**src/design/asp_pkg.sv**
```systemverilog
package asp_pkg;
  // Register indices; byte address is four times the index
  localparam logic [15:0] IDX_CTRL_A = 16'h1f91;
  localparam logic [15:0] IDX_STATUS = 16'h1f91;
  localparam logic [15:0] IDX_CTRL_B = 16'h1f92;
  localparam logic [15:0] IDX_RX_HOLD = 16'h1f93;
  localparam logic [15:0] IDX_TX_HOLD = 16'h1f94;
  localparam int ADDR_W = 18;
  // line_control_a fields
  localparam int CA_TX_EN = 7;
  localparam int CA_RX_EN = 6;
  localparam int CA_TX_STOP = 5;
  localparam int CA_EVEN = 4;
  localparam int CA_PAR_ADD = 3;
  localparam int CA_BAUD_LO = 0;
  localparam logic [7:0] CA_RESET = 8'h00;
  // line_control_b fields
  localparam int CB_FILT_LO = 1;
  localparam int CB_RX_STOP = 0;
  localparam logic [2:0] CB_RESET = 3'h0;
  // line_status fields
  localparam int ST_PAR = 7;
  localparam int ST_FRAME = 6;
  localparam int ST_OVR = 5;
  localparam int ST_RXFULL = 4;
  localparam int ST_DONE = 3;
  localparam int ST_EMPTY = 2;
  localparam logic [7:0] RXBUF_RESET = 8'h00;
  // Baud select codes and divisors of fc
  localparam logic [2:0] BAUD_AUX = 3'h6;
  localparam logic [8:0] DIV_0 = 9'd13;
  localparam logic [8:0] DIV_1 = 9'd26;
  localparam logic [8:0] DIV_2 = 9'd52;
  localparam logic [8:0] DIV_3 = 9'd104;
  localparam logic [8:0] DIV_4 = 9'd208;
  localparam logic [8:0] DIV_5 = 9'd416;
  localparam logic [8:0] DIV_7 = 9'd96;
  // Ticks per bit and the majority sample points
  localparam logic [3:0] TICK_LAST = 4'hf;
  localparam logic [3:0] SAMPLE_A = 4'h7;
  localparam logic [3:0] SAMPLE_B = 4'h8;
  localparam logic [3:0] SAMPLE_C = 4'h9;
  // Glitch filter thresholds in fc cycles
  localparam logic [6:0] FILT_1 = 7'd31;
  localparam logic [6:0] FILT_2 = 7'd63;
  localparam logic [6:0] FILT_3 = 7'd127;
  localparam logic [1:0] RESP_OKAY = 2'h0;
  localparam logic [1:0] RESP_SLVERR = 2'h2;
endpackage

```
**src/design/asp_top.sv**
```systemverilog
// Functional notes
// - Frame is low start, data, optional parity, then high stop bits.
// - Control A bit 5 picks one or two transmitted stop bits.
// - Control B bit 0 picks one or two expected receive stop bits.
// - Bit 3 adds and checks parity; bit 4 picks odd (0) or even (1).
// - Parity setting and bit clock are shared by transmitter and receiver.
// - Baud select picks fc/13..fc/416, aux timer ticks, or fc/96.
// - With aux timer ticks selected, bit rate is tick rate over 16.
// - Idle receiver looks for low; bits voted from ticks 7, 8, 9.
// - Filter field rejects pulses under 31, 63 or 127 fc cycles.
// - Pulses over 96, 192 or 384 fc cycles always pass the filter.
// - Clearing an enable takes effect only after the current frame ends.
// - Enabling sends nothing; a frame starts only after a new buffer write.
// - Status holds six read-only flags; done and empty reset to one.
// - Holding empty flag sets when the transmit interrupt would be raised.
// - Done reads 0 while shifting and 1 after transmission ends.
// - Receive flags clear on buffer read following a status read.
// - Framing fault sets when a stop bit samples as zero.
// - Frame arriving while buffer unread sets overrun, data dropped.
// - Transmit buffer write counts only after a status read.
//
// Design decision made here: register access over AXI4-Lite.
`timescale 1ns/1ps
`default_nettype none
module asp_top (
  // Clock and reset
  input wire logic clk_sys,
  input wire logic resetn,
  // AXI4-Lite write
  input wire logic [asp_pkg::ADDR_W-1:0] s_awaddr,
  input wire logic s_awvalid,
  output logic s_awready,
  input wire logic [31:0] s_wdata,
  input wire logic [3:0] s_wstrb,
  input wire logic s_wvalid,
  output logic s_wready,
  output logic [1:0] s_bresp,
  output logic s_bvalid,
  input wire logic s_bready,
  // AXI4-Lite read
  input wire logic [asp_pkg::ADDR_W-1:0] s_araddr,
  input wire logic s_arvalid,
  output logic s_arready,
  output logic [31:0] s_rdata,
  output logic [1:0] s_rresp,
  output logic s_rvalid,
  input wire logic s_rready,
  // Serial pins and timer tick
  input wire logic rxd,
  output logic txd_q,
  input wire logic aux_timer_tick
);
  typedef enum logic [2:0] {TS_IDLE, TS_START, TS_DATA, TS_PAR, TS_STOP} asp_tx_t;
  typedef enum logic [2:0] {RS_IDLE, RS_START, RS_DATA, RS_PAR, RS_STOP} asp_rx_t;

  function automatic logic [15:0] reg_idx(input logic [asp_pkg::ADDR_W-1:0] a);
    reg_idx = a[17:2];
  endfunction

  logic [7:0] ctrl_a_q;
  logic [2:0] ctrl_b_q;
  logic [7:0] rx_buf_q, tx_buf_q;
  logic par_q, frame_q, ovr_q, full_q, done_q, empty_q;
  logic armed_q;
  wire logic wr_go = s_awvalid && s_wvalid && !s_awready && !s_bvalid;
  wire logic rd_go = s_arvalid && !s_arready && !s_rvalid;
  wire logic [15:0] wr_idx = reg_idx(s_awaddr);
  wire logic [15:0] rd_idx = reg_idx(s_araddr);
  wire logic wr_lane = wr_go && s_wstrb[0];
  wire logic wr_tx = wr_lane && wr_idx == asp_pkg::IDX_TX_HOLD;
  wire logic rd_status = rd_go && rd_idx == asp_pkg::IDX_STATUS;
  wire logic rd_rxbuf = rd_go && rd_idx == asp_pkg::IDX_RX_HOLD;
  wire logic wr_ok = wr_idx == asp_pkg::IDX_CTRL_A || wr_idx == asp_pkg::IDX_CTRL_B
                  || wr_idx == asp_pkg::IDX_TX_HOLD;
  wire logic rd_ok = rd_status || rd_rxbuf;
  wire logic [7:0] status = {par_q, frame_q, ovr_q, full_q, done_q, empty_q, 2'h0};

  // Bus handshake: both write channels taken together
  always_ff @(posedge clk_sys or negedge resetn) begin
    if (!resetn) begin
      s_awready <= 1'b0;
      s_wready <= 1'b0;
      s_bvalid <= 1'b0;
      s_bresp <= asp_pkg::RESP_OKAY;
    end else begin
      s_awready <= wr_go;
      s_wready <= wr_go;
      if (wr_go) begin
        s_bvalid <= 1'b1;
        s_bresp <= wr_ok ? asp_pkg::RESP_OKAY : asp_pkg::RESP_SLVERR;
      end else if (s_bready) begin
        s_bvalid <= 1'b0;
      end
    end
  end

  always_ff @(posedge clk_sys or negedge resetn) begin
    if (!resetn) begin
      s_arready <= 1'b0;
      s_rvalid <= 1'b0;
      s_rdata <= 32'h0;
      s_rresp <= asp_pkg::RESP_OKAY;
    end else begin
      s_arready <= rd_go;
      if (rd_go) begin
        s_rvalid <= 1'b1;
        s_rdata <= {24'h0, rd_status ? status : (rd_rxbuf ? rx_buf_q : 8'h0)};
        s_rresp <= rd_ok ? asp_pkg::RESP_OKAY : asp_pkg::RESP_SLVERR;
      end else if (s_rready) begin
        s_rvalid <= 1'b0;
      end
    end
  end

  // Control registers are write only; A reads back as the status word, B reads zero with SLVERR
  always_ff @(posedge clk_sys or negedge resetn) begin
    if (!resetn) begin
      ctrl_a_q <= asp_pkg::CA_RESET;
      ctrl_b_q <= asp_pkg::CB_RESET;
    end else if (wr_lane) begin
      if (wr_idx == asp_pkg::IDX_CTRL_A)
        ctrl_a_q <= s_wdata[7:0];
      if (wr_idx == asp_pkg::IDX_CTRL_B)
        ctrl_b_q <= s_wdata[2:0];
    end
  end

  // status read arms the next buffer access
  always_ff @(posedge clk_sys or negedge resetn) begin
    if (!resetn)
      armed_q <= 1'b0;
    else if (rd_status)
      armed_q <= 1'b1;
    else if (rd_rxbuf || wr_tx)
      armed_q <= 1'b0;
  end
  wire logic rx_clear = rd_rxbuf && armed_q;
  wire logic tx_accept = wr_tx && armed_q;

  // tick at sixteen times the bit rate, shared by both directions
  logic [8:0] div_cnt_q;
  logic tick_q;
  logic [2:0] aux_sync_q;
  logic [8:0] div_sel;
  wire logic [2:0] baud = ctrl_a_q[asp_pkg::CA_BAUD_LO +: 3];
  always_comb begin
    case (baud)
      3'h0: div_sel = asp_pkg::DIV_0;
      3'h1: div_sel = asp_pkg::DIV_1;
      3'h2: div_sel = asp_pkg::DIV_2;
      3'h3: div_sel = asp_pkg::DIV_3;
      3'h4: div_sel = asp_pkg::DIV_4;
      3'h5: div_sel = asp_pkg::DIV_5;
      default: div_sel = asp_pkg::DIV_7;
    endcase
  end
  always_ff @(posedge clk_sys or negedge resetn) begin
    if (!resetn) begin
      aux_sync_q <= 3'h0;
      div_cnt_q <= 9'h0;
      tick_q <= 1'b0;
    end else begin
      aux_sync_q <= {aux_sync_q[1:0], aux_timer_tick};
      if (baud == asp_pkg::BAUD_AUX) begin
        div_cnt_q <= 9'h0;
        tick_q <= aux_sync_q[1] && !aux_sync_q[2];
      end else if (div_cnt_q >= div_sel - 9'h1) begin
        div_cnt_q <= 9'h0;
        tick_q <= 1'b1;
      end else begin
        div_cnt_q <= div_cnt_q + 9'h1;
        tick_q <= 1'b0;
      end
    end
  end

  // glitch filter; a level must hold the threshold before it passes
  logic [1:0] rx_sync_q;
  logic rx_line_q;
  logic [6:0] filt_cnt_q;
  logic [6:0] filt_thr;
  wire logic [1:0] filt_mode = ctrl_b_q[asp_pkg::CB_FILT_LO +: 2];
  always_comb begin
    case (filt_mode)
      2'h1: filt_thr = asp_pkg::FILT_1;
      2'h2: filt_thr = asp_pkg::FILT_2;
      2'h3: filt_thr = asp_pkg::FILT_3;
      default: filt_thr = 7'h0;
    endcase
  end
  always_ff @(posedge clk_sys or negedge resetn) begin
    if (!resetn) begin
      rx_sync_q <= 2'h3;
      rx_line_q <= 1'b1;
      filt_cnt_q <= 7'h0;
    end else begin
      rx_sync_q <= {rx_sync_q[0], rxd};
      if (rx_sync_q[1] == rx_line_q) begin
        filt_cnt_q <= 7'h0;
      end else if (filt_cnt_q >= filt_thr) begin
        rx_line_q <= rx_sync_q[1];
        filt_cnt_q <= 7'h0;
      end else begin
        filt_cnt_q <= filt_cnt_q + 7'h1;
      end
    end
  end

  // Transmitter
  asp_tx_t tx_st_q;
  logic [3:0] tx_tk_q;
  logic [2:0] tx_bit_q;
  logic [7:0] tx_sh_q;
  logic tx_stop2_q, tx_par_q, tx_stop_idx_q;
  wire logic par_on = ctrl_a_q[asp_pkg::CA_PAR_ADD];
  wire logic par_even = ctrl_a_q[asp_pkg::CA_EVEN];
  // enable is looked at only between frames; only fresh data is sent
  wire logic tx_load = tx_st_q == TS_IDLE && ctrl_a_q[asp_pkg::CA_TX_EN] && !empty_q;
  wire logic tx_bit_end = tick_q && tx_tk_q == asp_pkg::TICK_LAST;
  always_ff @(posedge clk_sys or negedge resetn) begin
    if (!resetn) begin
      tx_st_q <= TS_IDLE;
      tx_tk_q <= 4'h0;
      tx_bit_q <= 3'h0;
      tx_sh_q <= 8'h0;
      tx_stop2_q <= 1'b0;
      tx_par_q <= 1'b0;
      tx_stop_idx_q <= 1'b0;
      txd_q <= 1'b1;
    end else if (tx_load) begin
      tx_st_q <= TS_START;
      tx_tk_q <= 4'h0;
      tx_sh_q <= tx_buf_q;
      tx_stop2_q <= ctrl_a_q[asp_pkg::CA_TX_STOP];
      tx_par_q <= ^tx_buf_q ^ !par_even;
      txd_q <= 1'b0;
    end else if (tick_q && tx_st_q != TS_IDLE) begin
      tx_tk_q <= tx_tk_q + 4'h1;
      if (tx_bit_end) begin
        case (tx_st_q)
          TS_START: begin
            tx_st_q <= TS_DATA;
            tx_bit_q <= 3'h0;
            txd_q <= tx_sh_q[0];
          end
          TS_DATA: begin
            tx_bit_q <= tx_bit_q + 3'h1;
            tx_sh_q <= {1'b0, tx_sh_q[7:1]};
            if (tx_bit_q == 3'h7) begin
              tx_st_q <= par_on ? TS_PAR : TS_STOP;
              tx_stop_idx_q <= 1'b0;
              txd_q <= par_on ? tx_par_q : 1'b1;
            end else begin
              txd_q <= tx_sh_q[1];
            end
          end
          TS_PAR: begin
            tx_st_q <= TS_STOP;
            txd_q <= 1'b1;
          end
          TS_STOP: begin
            tx_stop_idx_q <= 1'b1;
            if (tx_stop_idx_q || !tx_stop2_q)
              tx_st_q <= TS_IDLE;
          end
          default: tx_st_q <= TS_IDLE;
        endcase
      end
    end
  end

  always_ff @(posedge clk_sys or negedge resetn) begin
    if (!resetn)
      tx_buf_q <= 8'h0;
    else if (tx_accept)
      tx_buf_q <= s_wdata[7:0];
  end

  // empty set on load, cleared by an armed write
  always_ff @(posedge clk_sys or negedge resetn) begin
    if (!resetn) begin
      empty_q <= 1'b1;
      done_q <= 1'b1;
    end else begin
      if (tx_accept)
        empty_q <= 1'b0;
      else if (tx_load)
        empty_q <= 1'b1;
      if (tx_load)
        done_q <= 1'b0;
      else if (tx_st_q == TS_IDLE && empty_q)
        done_q <= 1'b1;
    end
  end

  // Receiver
  asp_rx_t rx_st_q;
  logic [3:0] rx_tk_q;
  logic [2:0] rx_bit_q, vote_q;
  logic [7:0] rx_sh_q;
  logic rx_par_q, rx_stop_idx_q, rx_frame_fault_q;
  wire logic rx_bit_end = tick_q && rx_tk_q == asp_pkg::TICK_LAST;
  wire logic voted = (vote_q[0] & vote_q[1]) | (vote_q[0] & vote_q[2]) | (vote_q[1] & vote_q[2]);
  wire logic rx_finish = rx_bit_end && rx_st_q == RS_STOP
                      && (rx_stop_idx_q || !ctrl_b_q[asp_pkg::CB_RX_STOP]);
  wire logic par_bad = rx_par_q != (^rx_sh_q ^ !par_even);
  always_ff @(posedge clk_sys or negedge resetn) begin
    if (!resetn) begin
      rx_st_q <= RS_IDLE;
      rx_tk_q <= 4'h0;
      rx_bit_q <= 3'h0;
      vote_q <= 3'h0;
      rx_sh_q <= 8'h0;
      rx_par_q <= 1'b0;
      rx_stop_idx_q <= 1'b0;
      rx_frame_fault_q <= 1'b0;
    end else if (tick_q) begin
      rx_tk_q <= rx_tk_q + 4'h1;
      if (rx_tk_q == asp_pkg::SAMPLE_A)
        vote_q[0] <= rx_line_q;
      if (rx_tk_q == asp_pkg::SAMPLE_B)
        vote_q[1] <= rx_line_q;
      if (rx_tk_q == asp_pkg::SAMPLE_C)
        vote_q[2] <= rx_line_q;
      case (rx_st_q)
        RS_IDLE: begin
          // enable only looked at here; overrun holds the receiver off
          rx_tk_q <= 4'h1;
          if (ctrl_a_q[asp_pkg::CA_RX_EN] && !ovr_q && !rx_line_q) begin
            rx_st_q <= RS_START;
            rx_frame_fault_q <= 1'b0;
          end
        end
        RS_START: if (rx_bit_end) begin
          rx_bit_q <= 3'h0;
          rx_st_q <= voted ? RS_IDLE : RS_DATA;
        end
        RS_DATA: if (rx_bit_end) begin
          rx_sh_q <= {voted, rx_sh_q[7:1]};
          rx_bit_q <= rx_bit_q + 3'h1;
          rx_stop_idx_q <= 1'b0;
          if (rx_bit_q == 3'h7)
            rx_st_q <= par_on ? RS_PAR : RS_STOP;
        end
        RS_PAR: if (rx_bit_end) begin
          rx_par_q <= voted;
          rx_st_q <= RS_STOP;
        end
        RS_STOP: if (rx_bit_end) begin
          // every expected stop bit is checked
          rx_stop_idx_q <= 1'b1;
          if (!voted)
            rx_frame_fault_q <= 1'b1;
          if (rx_finish)
            rx_st_q <= RS_IDLE;
        end
        default: rx_st_q <= RS_IDLE;
      endcase
    end
  end
  wire logic rx_stop_zero = rx_finish && !voted;

  // flags; hardware set wins over the clear
  always_ff @(posedge clk_sys or negedge resetn) begin
    if (!resetn) begin
      par_q <= 1'b0;
      frame_q <= 1'b0;
      ovr_q <= 1'b0;
      full_q <= 1'b0;
      rx_buf_q <= asp_pkg::RXBUF_RESET;
    end else if (rx_finish) begin
      if (full_q && !rx_clear) begin
        ovr_q <= 1'b1;
      end else begin
        rx_buf_q <= rx_sh_q;
        full_q <= 1'b1;
        par_q <= par_on && par_bad;
        frame_q <= rx_frame_fault_q || rx_stop_zero;
        ovr_q <= 1'b0;
      end
    end else if (rx_clear) begin
      par_q <= 1'b0;
      frame_q <= 1'b0;
      ovr_q <= 1'b0;
      full_q <= 1'b0;
    end
  end

  wire logic div_mode = baud != asp_pkg::BAUD_AUX;
endmodule // asp_top
`default_nettype wire

```
**config.mk**
```make
export PLATFORM = sky130hd
export DESIGN_NAME = asp_top
export DESIGN_NICKNAME = d
export VERILOG_FILES = /design/src/design/asp_pkg.sv /design/src/design/asp_top.sv
export SDC_FILE = /design/constraint.sdc
export NUM_CORES = 1
export LEC_CHECK = 0
export BUFFER_PORTS_ARGS = -buffer_cell sky130_fd_sc_hd__buf_2
export CAP_MARGIN = 20
export CORE_ASPECT_RATIO = 0.5
export CORE_MARGIN = 4
export CORE_UTILIZATION = 55
export DETAILED_ROUTE_END_ITERATION = 8
export PLACE_DENSITY = 0.8
export SETUP_SLACK_MARGIN = 0.1
export SYNTH_ARGS = -nofsm -noshare
export SYNTH_HDL_FRONTEND = slang
export SYNTH_SLANG_ARGS = --single-unit
```
**constraint.sdc**
```tcl
create_clock -name clk_sys -period 7.57 [get_ports clk_sys]
set_clock_uncertainty 0.15 [all_clocks]
set_input_delay 0.757 -clock clk_sys [delete_from_list [all_inputs] [get_ports clk_sys]]
set_output_delay 0.757 -clock clk_sys [all_outputs]
set_load 0.005 [all_outputs]
```
Word level (Yosys, flattened, before mapping). Cells that the tools add are included.

Add/sub/neg operators: 7. Order comparisons: 2. Equal/unequal tests: 43. Muxes and demuxes: 73. Bitwise operators: 10. Reductions and logical operators: 85.

Operators with widths (count): $eq A16 B13 Y1 const B (5); $pmux W9 S6 (1); $mux W8 (6); $mux W3 (15); $mux W1 (32); $reduce_bool A2 Y1 (14); $logic_and A1 B1 Y1 (25); $eq A3 B3 Y1 const B (7); $pmux W7 S3 (1); $ne A2 B2 Y1 const B (10); $eq A3 B2 Y1 const B (6); $mux W9 (2); $eq A4 B4 Y1 const B (4); $reduce_and A2 Y1 (8); $reduce_and A4 Y1 (4); $reduce_xor A8 Y1 (2); $pmux W3 S5 (1); $mux W7 (2); $logic_not A1 Y1 (13); $mux W4 (3); $pmux W3 S2 (2); $pmux W3 S4 (1); $reduce_and A3 Y1 (4); $reduce_and A5 Y1 (2); 26 further kinds (50).

Flip-flop bits (word level): 119. Input port bits: 81. Output and inout port bits: 42.

Longest topological paths before layout.
Depth in word-level cells: 9. Depth in mapped cells: 9. Depth with buffers taken out: 9.

Worst setup path before layout. Ideal clock, no wire load.

Path type: input port to flip-flop. From: input s_araddr[15] (netlist bit). To: register rx_buf_q[0]. Library setup time: 0.125 ns. Arrival: 2.301 ns. Required time: 7.295 ns. Path slack: 4.995 ns. Stages on the path: 6. Cell sequence: or3b_1 > nor2_1 > nor4b_1 > nand2_1 > a21oi_4 > mux2_2.

Longest elaborated chain between the ends: 7.

RTL lines: from (decl) (RTL line asp_top.sv:41) `input wire logic [asp_pkg::ADDR_W-1:0] s_araddr,`; $eq A16 B13 Y1 (RTL line asp_top.sv:72) `wire logic rd_rxbuf = rd_go && rd_idx == asp_pkg::IDX_RX_HOLD;`; $logic_and A1 B1 Y1 (RTL line asp_top.sv:72); $logic_and A1 B1 Y1 (RTL line asp_top.sv:137) `wire logic rx_clear = rd_rxbuf && armed_q;`; $logic_not A1 Y1 (RTL line asp_top.sv:372) `if (full_q && !rx_clear) begin`; $logic_and A1 B1 Y1 (RTL line asp_top.sv:372); $not A1 Y1 (no source line); $reduce_and A2 Y1 (no source line); to (signal assigned) (RTL line asp_top.sv:370) `rx_buf_q <= asp_pkg::RXBUF_RESET;`; to (signal assigned) (RTL line asp_top.sv:375) `rx_buf_q <= rx_sh_q;`; to (decl) (RTL line asp_top.sv:62) `logic [7:0] rx_buf_q, tx_buf_q;`.

Every way passes these cells. A chain may end at the register's enable or synchronous reset.

Final worst setup path.
From: register tx_st_q[0]. To: register tx_sh_q[0].

Longest elaborated chain between the ends: 5. Elaborated cells between the ends (all ways): 11. Classes of those cells: 1 x eq/ne; 1 x mux; 9 x reduce/logical.

RTL lines: from (decl) (RTL line asp_top.sv:210) `asp_tx_t tx_st_q;`; from (signal assigned) (RTL line asp_top.sv:250) `tx_st_q <= par_on ? TS_PAR : TS_STOP;`; $logic_not A3 Y1 (RTL line asp_top.sv:218) `wire logic tx_load = tx_st_q == TS_IDLE && ctrl_a_q[asp_pkg::CA_TX_EN] && !empty_q;`; $logic_and A1 B1 Y1 (2 in a row) (RTL line asp_top.sv:218); $reduce_bool A2 Y1 (no source line); $reduce_and A3 Y1 (no source line); to (signal assigned) (RTL line asp_top.sv:233) `tx_sh_q <= tx_buf_q;`; to (signal assigned) (RTL line asp_top.sv:248) `tx_sh_q <= {1'b0, tx_sh_q[7:1]};`; to (decl) (RTL line asp_top.sv:213) `logic [7:0] tx_sh_q;`.

Parallel ways exist; a longest one is shown, timed or not.

==> run metrics <==
Worst-Margin Slew 0.7538 ns; CTS clk-pin slew, worst paths 0.06 ns; Root Buffer clkbuf_16; Post-Synth Adder-Cell Area 5.644%; Routed Wire Length 11.88 mm; share of cells above drive strength 1 23.77%; Avg WL per Cell 15.07 um; drt pass-1 iters 4; Final Max Tran Viols 0; DR iter-0 viols 285; setup TNS 0 ns; Filler cells 765; Synth cell types 59; complex-gate fraction of the synthesized area 10.32%; cell count after synthesis 568; clk sink count 117; synthesized flop and latch total 117; post-layout minimum cycle time 2.886 ns; worst min-delay path class reg -> reg; Post-synth EDFFs 0; hold_buf cts 0; Setup WS pre-CTS 4.581 ns; leakage 3.419 nW; Max clock buf depth 2; FFs w/ async S/R, synth 100.0%; post_cts resized 0; final setup vio count 0; Worst Setup Start Kind flop; CORE AREA 10,380 um^2; dpl hpwl 8.155 mm; DR vias 4,315; Peak VDD IR 0.0001242 V; CP max stage cell nor3_2; max-cap check violation count 0; GPL Wtd Cong 0.8144; post-CTS setup buffers 0; Via density 5.476; pin count of the biggest net entering global routing 60; num rows 26; Ports 123; H-tree levels 4; DRC 0; main combinational cell family by area after synthesis simple AND/OR/NAND/NOR gates; result of the run completed; initial antenna violation count 0; Worst Path Buf+Inv 0; vias in the first global route 4,253; Die H 81.49 um; RSZ-0062 raised after global routing no; Crit path max-delay family simple AND/OR/NAND/NOR gates; area of the multi-input gates 2768 um^2; WP data arrival 3.07 ns; DRT antenna net count 0; global-route wire length before repair 20.30 mm; Reg area 2935 um^2; crit-path max FO 15; Crit Path Class reg -> reg; CTS tree built; crit-path cells nor3_1, nor2b_1, nand4_1, nor3_2, nand2_1, a31oi_1; max incr delay on CP 0.66 ns; worst-skew pair later-pin latency 0.42 ns; area delta synth->final 16.24%; TritonCTS Buffers 17; Synth Area per Inst 10.46 um^2; Post-Synthesis Cell Area 5941 um^2; Max-slew headroom 49.52%; Synth Area in XOR/XNOR 5.160%; pwr dens 234.1 nW/um^2; sequential-to-total area share from yosys stat 49.41%; die area 12,630 um^2; mux cell area share after synthesis 7.687%; CP Capture Type flop; Initial Util 57.25%; Final Hold Vio Count 0; final worst-path cycle share 38.12%; ys flop type dfrtp_1; Final WS setup 4.684 ns; yosys warns 0; Final nets 742; Post-Synth Simple-Gate Area 16.03%; Congestion Overflow GR 0; # port buffers 65; fmax 0.3465 GHz; chip width 155.0 um; CP Data Required Time 7.75 ns; gr usage total 20.40%; diodes inserted 0
-- worst paths after layout --
check / from / depth (start not counted) / endpoint / slack [ns]
setup reg to reg: tx_st_q[0] / 6 / tx_sh_q[0] / 4.68
min in group asynchronous: resetn / 1 / filt_cnt_q[1] / 0.24
hold / removal: aux_sync_q[0] / 0 / aux_sync_q[1] / 0.20
setup / recovery: tx_st_q[0] / 6 / tx_sh_q[0] / 4.68
max in group asynchronous: resetn / 2 / filt_cnt_q[6] / 5.82
hold reg to reg: aux_sync_q[0] / 0 / aux_sync_q[1] / 0.20
-- routing by layer --
metal  global-route usage, %  wire, um
met5                       0         0
met4                   7.841       175
met3                   5.368       727
met2                   34.37      5487
met1                   25.77      5486
-- through the flow --
step / hold slack (ns) / instance area, um^2 / total power [mW] / cells / utilization [%]
after floorplan: 0.1812 / 6035 / 0.7614 / 593 / -
after global placement: 0.1831 / 6289 / 0.7964 / 756 / 60.60
after detailed placement: 0.1864 / 6289 / 0.8038 / 756 / 60.60
after CTS: 0.1990 / 6905 / 1.632 / 788 / 66.54
after global routing: 0.2091 / 6905 / 1.683 / 788 / 66.54
final: 0.1971 / 6905 / 1.617 / 788 / 66.54
-- registers in the layout (all words and copies together) (netlist names), 4 cells and up --
name / flops
filt_cnt_q: 7
tx_buf_q: 8
rx_sh_q: 8
rx_buf_q: 8
tx_sh_q: 8
s_rdata: 8
div_cnt_q: 9
ctrl_a_q: 8
rx_tk_q: 4
tx_tk_q: 4
-- cell usage after synthesis (3+ instances only) --
cell,n,area [um^2]
a21o_1,7,52.55
a21oi_1,14,70.07
a22o_1,5,43.79
a22oi_1,8,60.06
a31oi_1,12,75.07
buf_2,3,15.01
buf_4,27,202.7
clkbuf_1,13,48.80
dfrtp_1,111,2778
dfstp_2,6,157.7
ha_1,26,325.3
inv_1,18,67.56
mux2_2,37,416.7
mux2i_1,4,40.04
nand2_1,70,262.8
nand2b_1,8,50.05
nand3_1,8,40.04
nand4_1,7,43.79
nand4b_1,3,26.28
nor2_1,54,202.7
nor2b_1,7,43.79
nor3_1,7,35.03
nor4b_1,5,43.79
o211ai_1,3,22.52
o21a_1,4,30.03
o21ai_0,25,125.1
o22ai_1,3,18.77
xnor2_1,24,210.2
xor2_1,11,96.34
-- layout by cell type (no fill, tap or decap), types with 11 or more instances in the layout --
cell type	n
mux2_2	37
nor2_1	54
conb_1	26
inv_1	18
o21ai_0	25
clkbuf_16	17
xor2_1	11
a21oi_1	14
buf_2	64
a31oi_1	12
xnor2_1	24
nand2_1	70
dfrtp_1	111
ha_1	26
-- layout make-up --
type                       count  share of cell area, %
timing repair buffer          67                  4.965
inverter                      18                 0.9784
sequential                   117                  42.51
tap                          140                  2.537
multi-input combinational    414                  40.08
clock buffer                  18                  6.360
clock inverter                14                  2.573
-- report_power, final --
group / switching, mW / leakage (nW) / internal, mW
combinational: 0.0700 / 1.57 / 0.0512
sequential: 0.0244 / 1.56 / 0.648
clock: 0.295 / 0.289 / 0.528
-- cell families after synthesis --
logic type | count (synthesis)
xor gates and xnor gates | 35
AOI/OAI and AO/OA | 94
other | 1
DFF | 117
buffers and inverters | 62
and+or+nand+nor | 191
muxes | 41
adders and majority gates | 27
(Power assumes the default switching activity.)
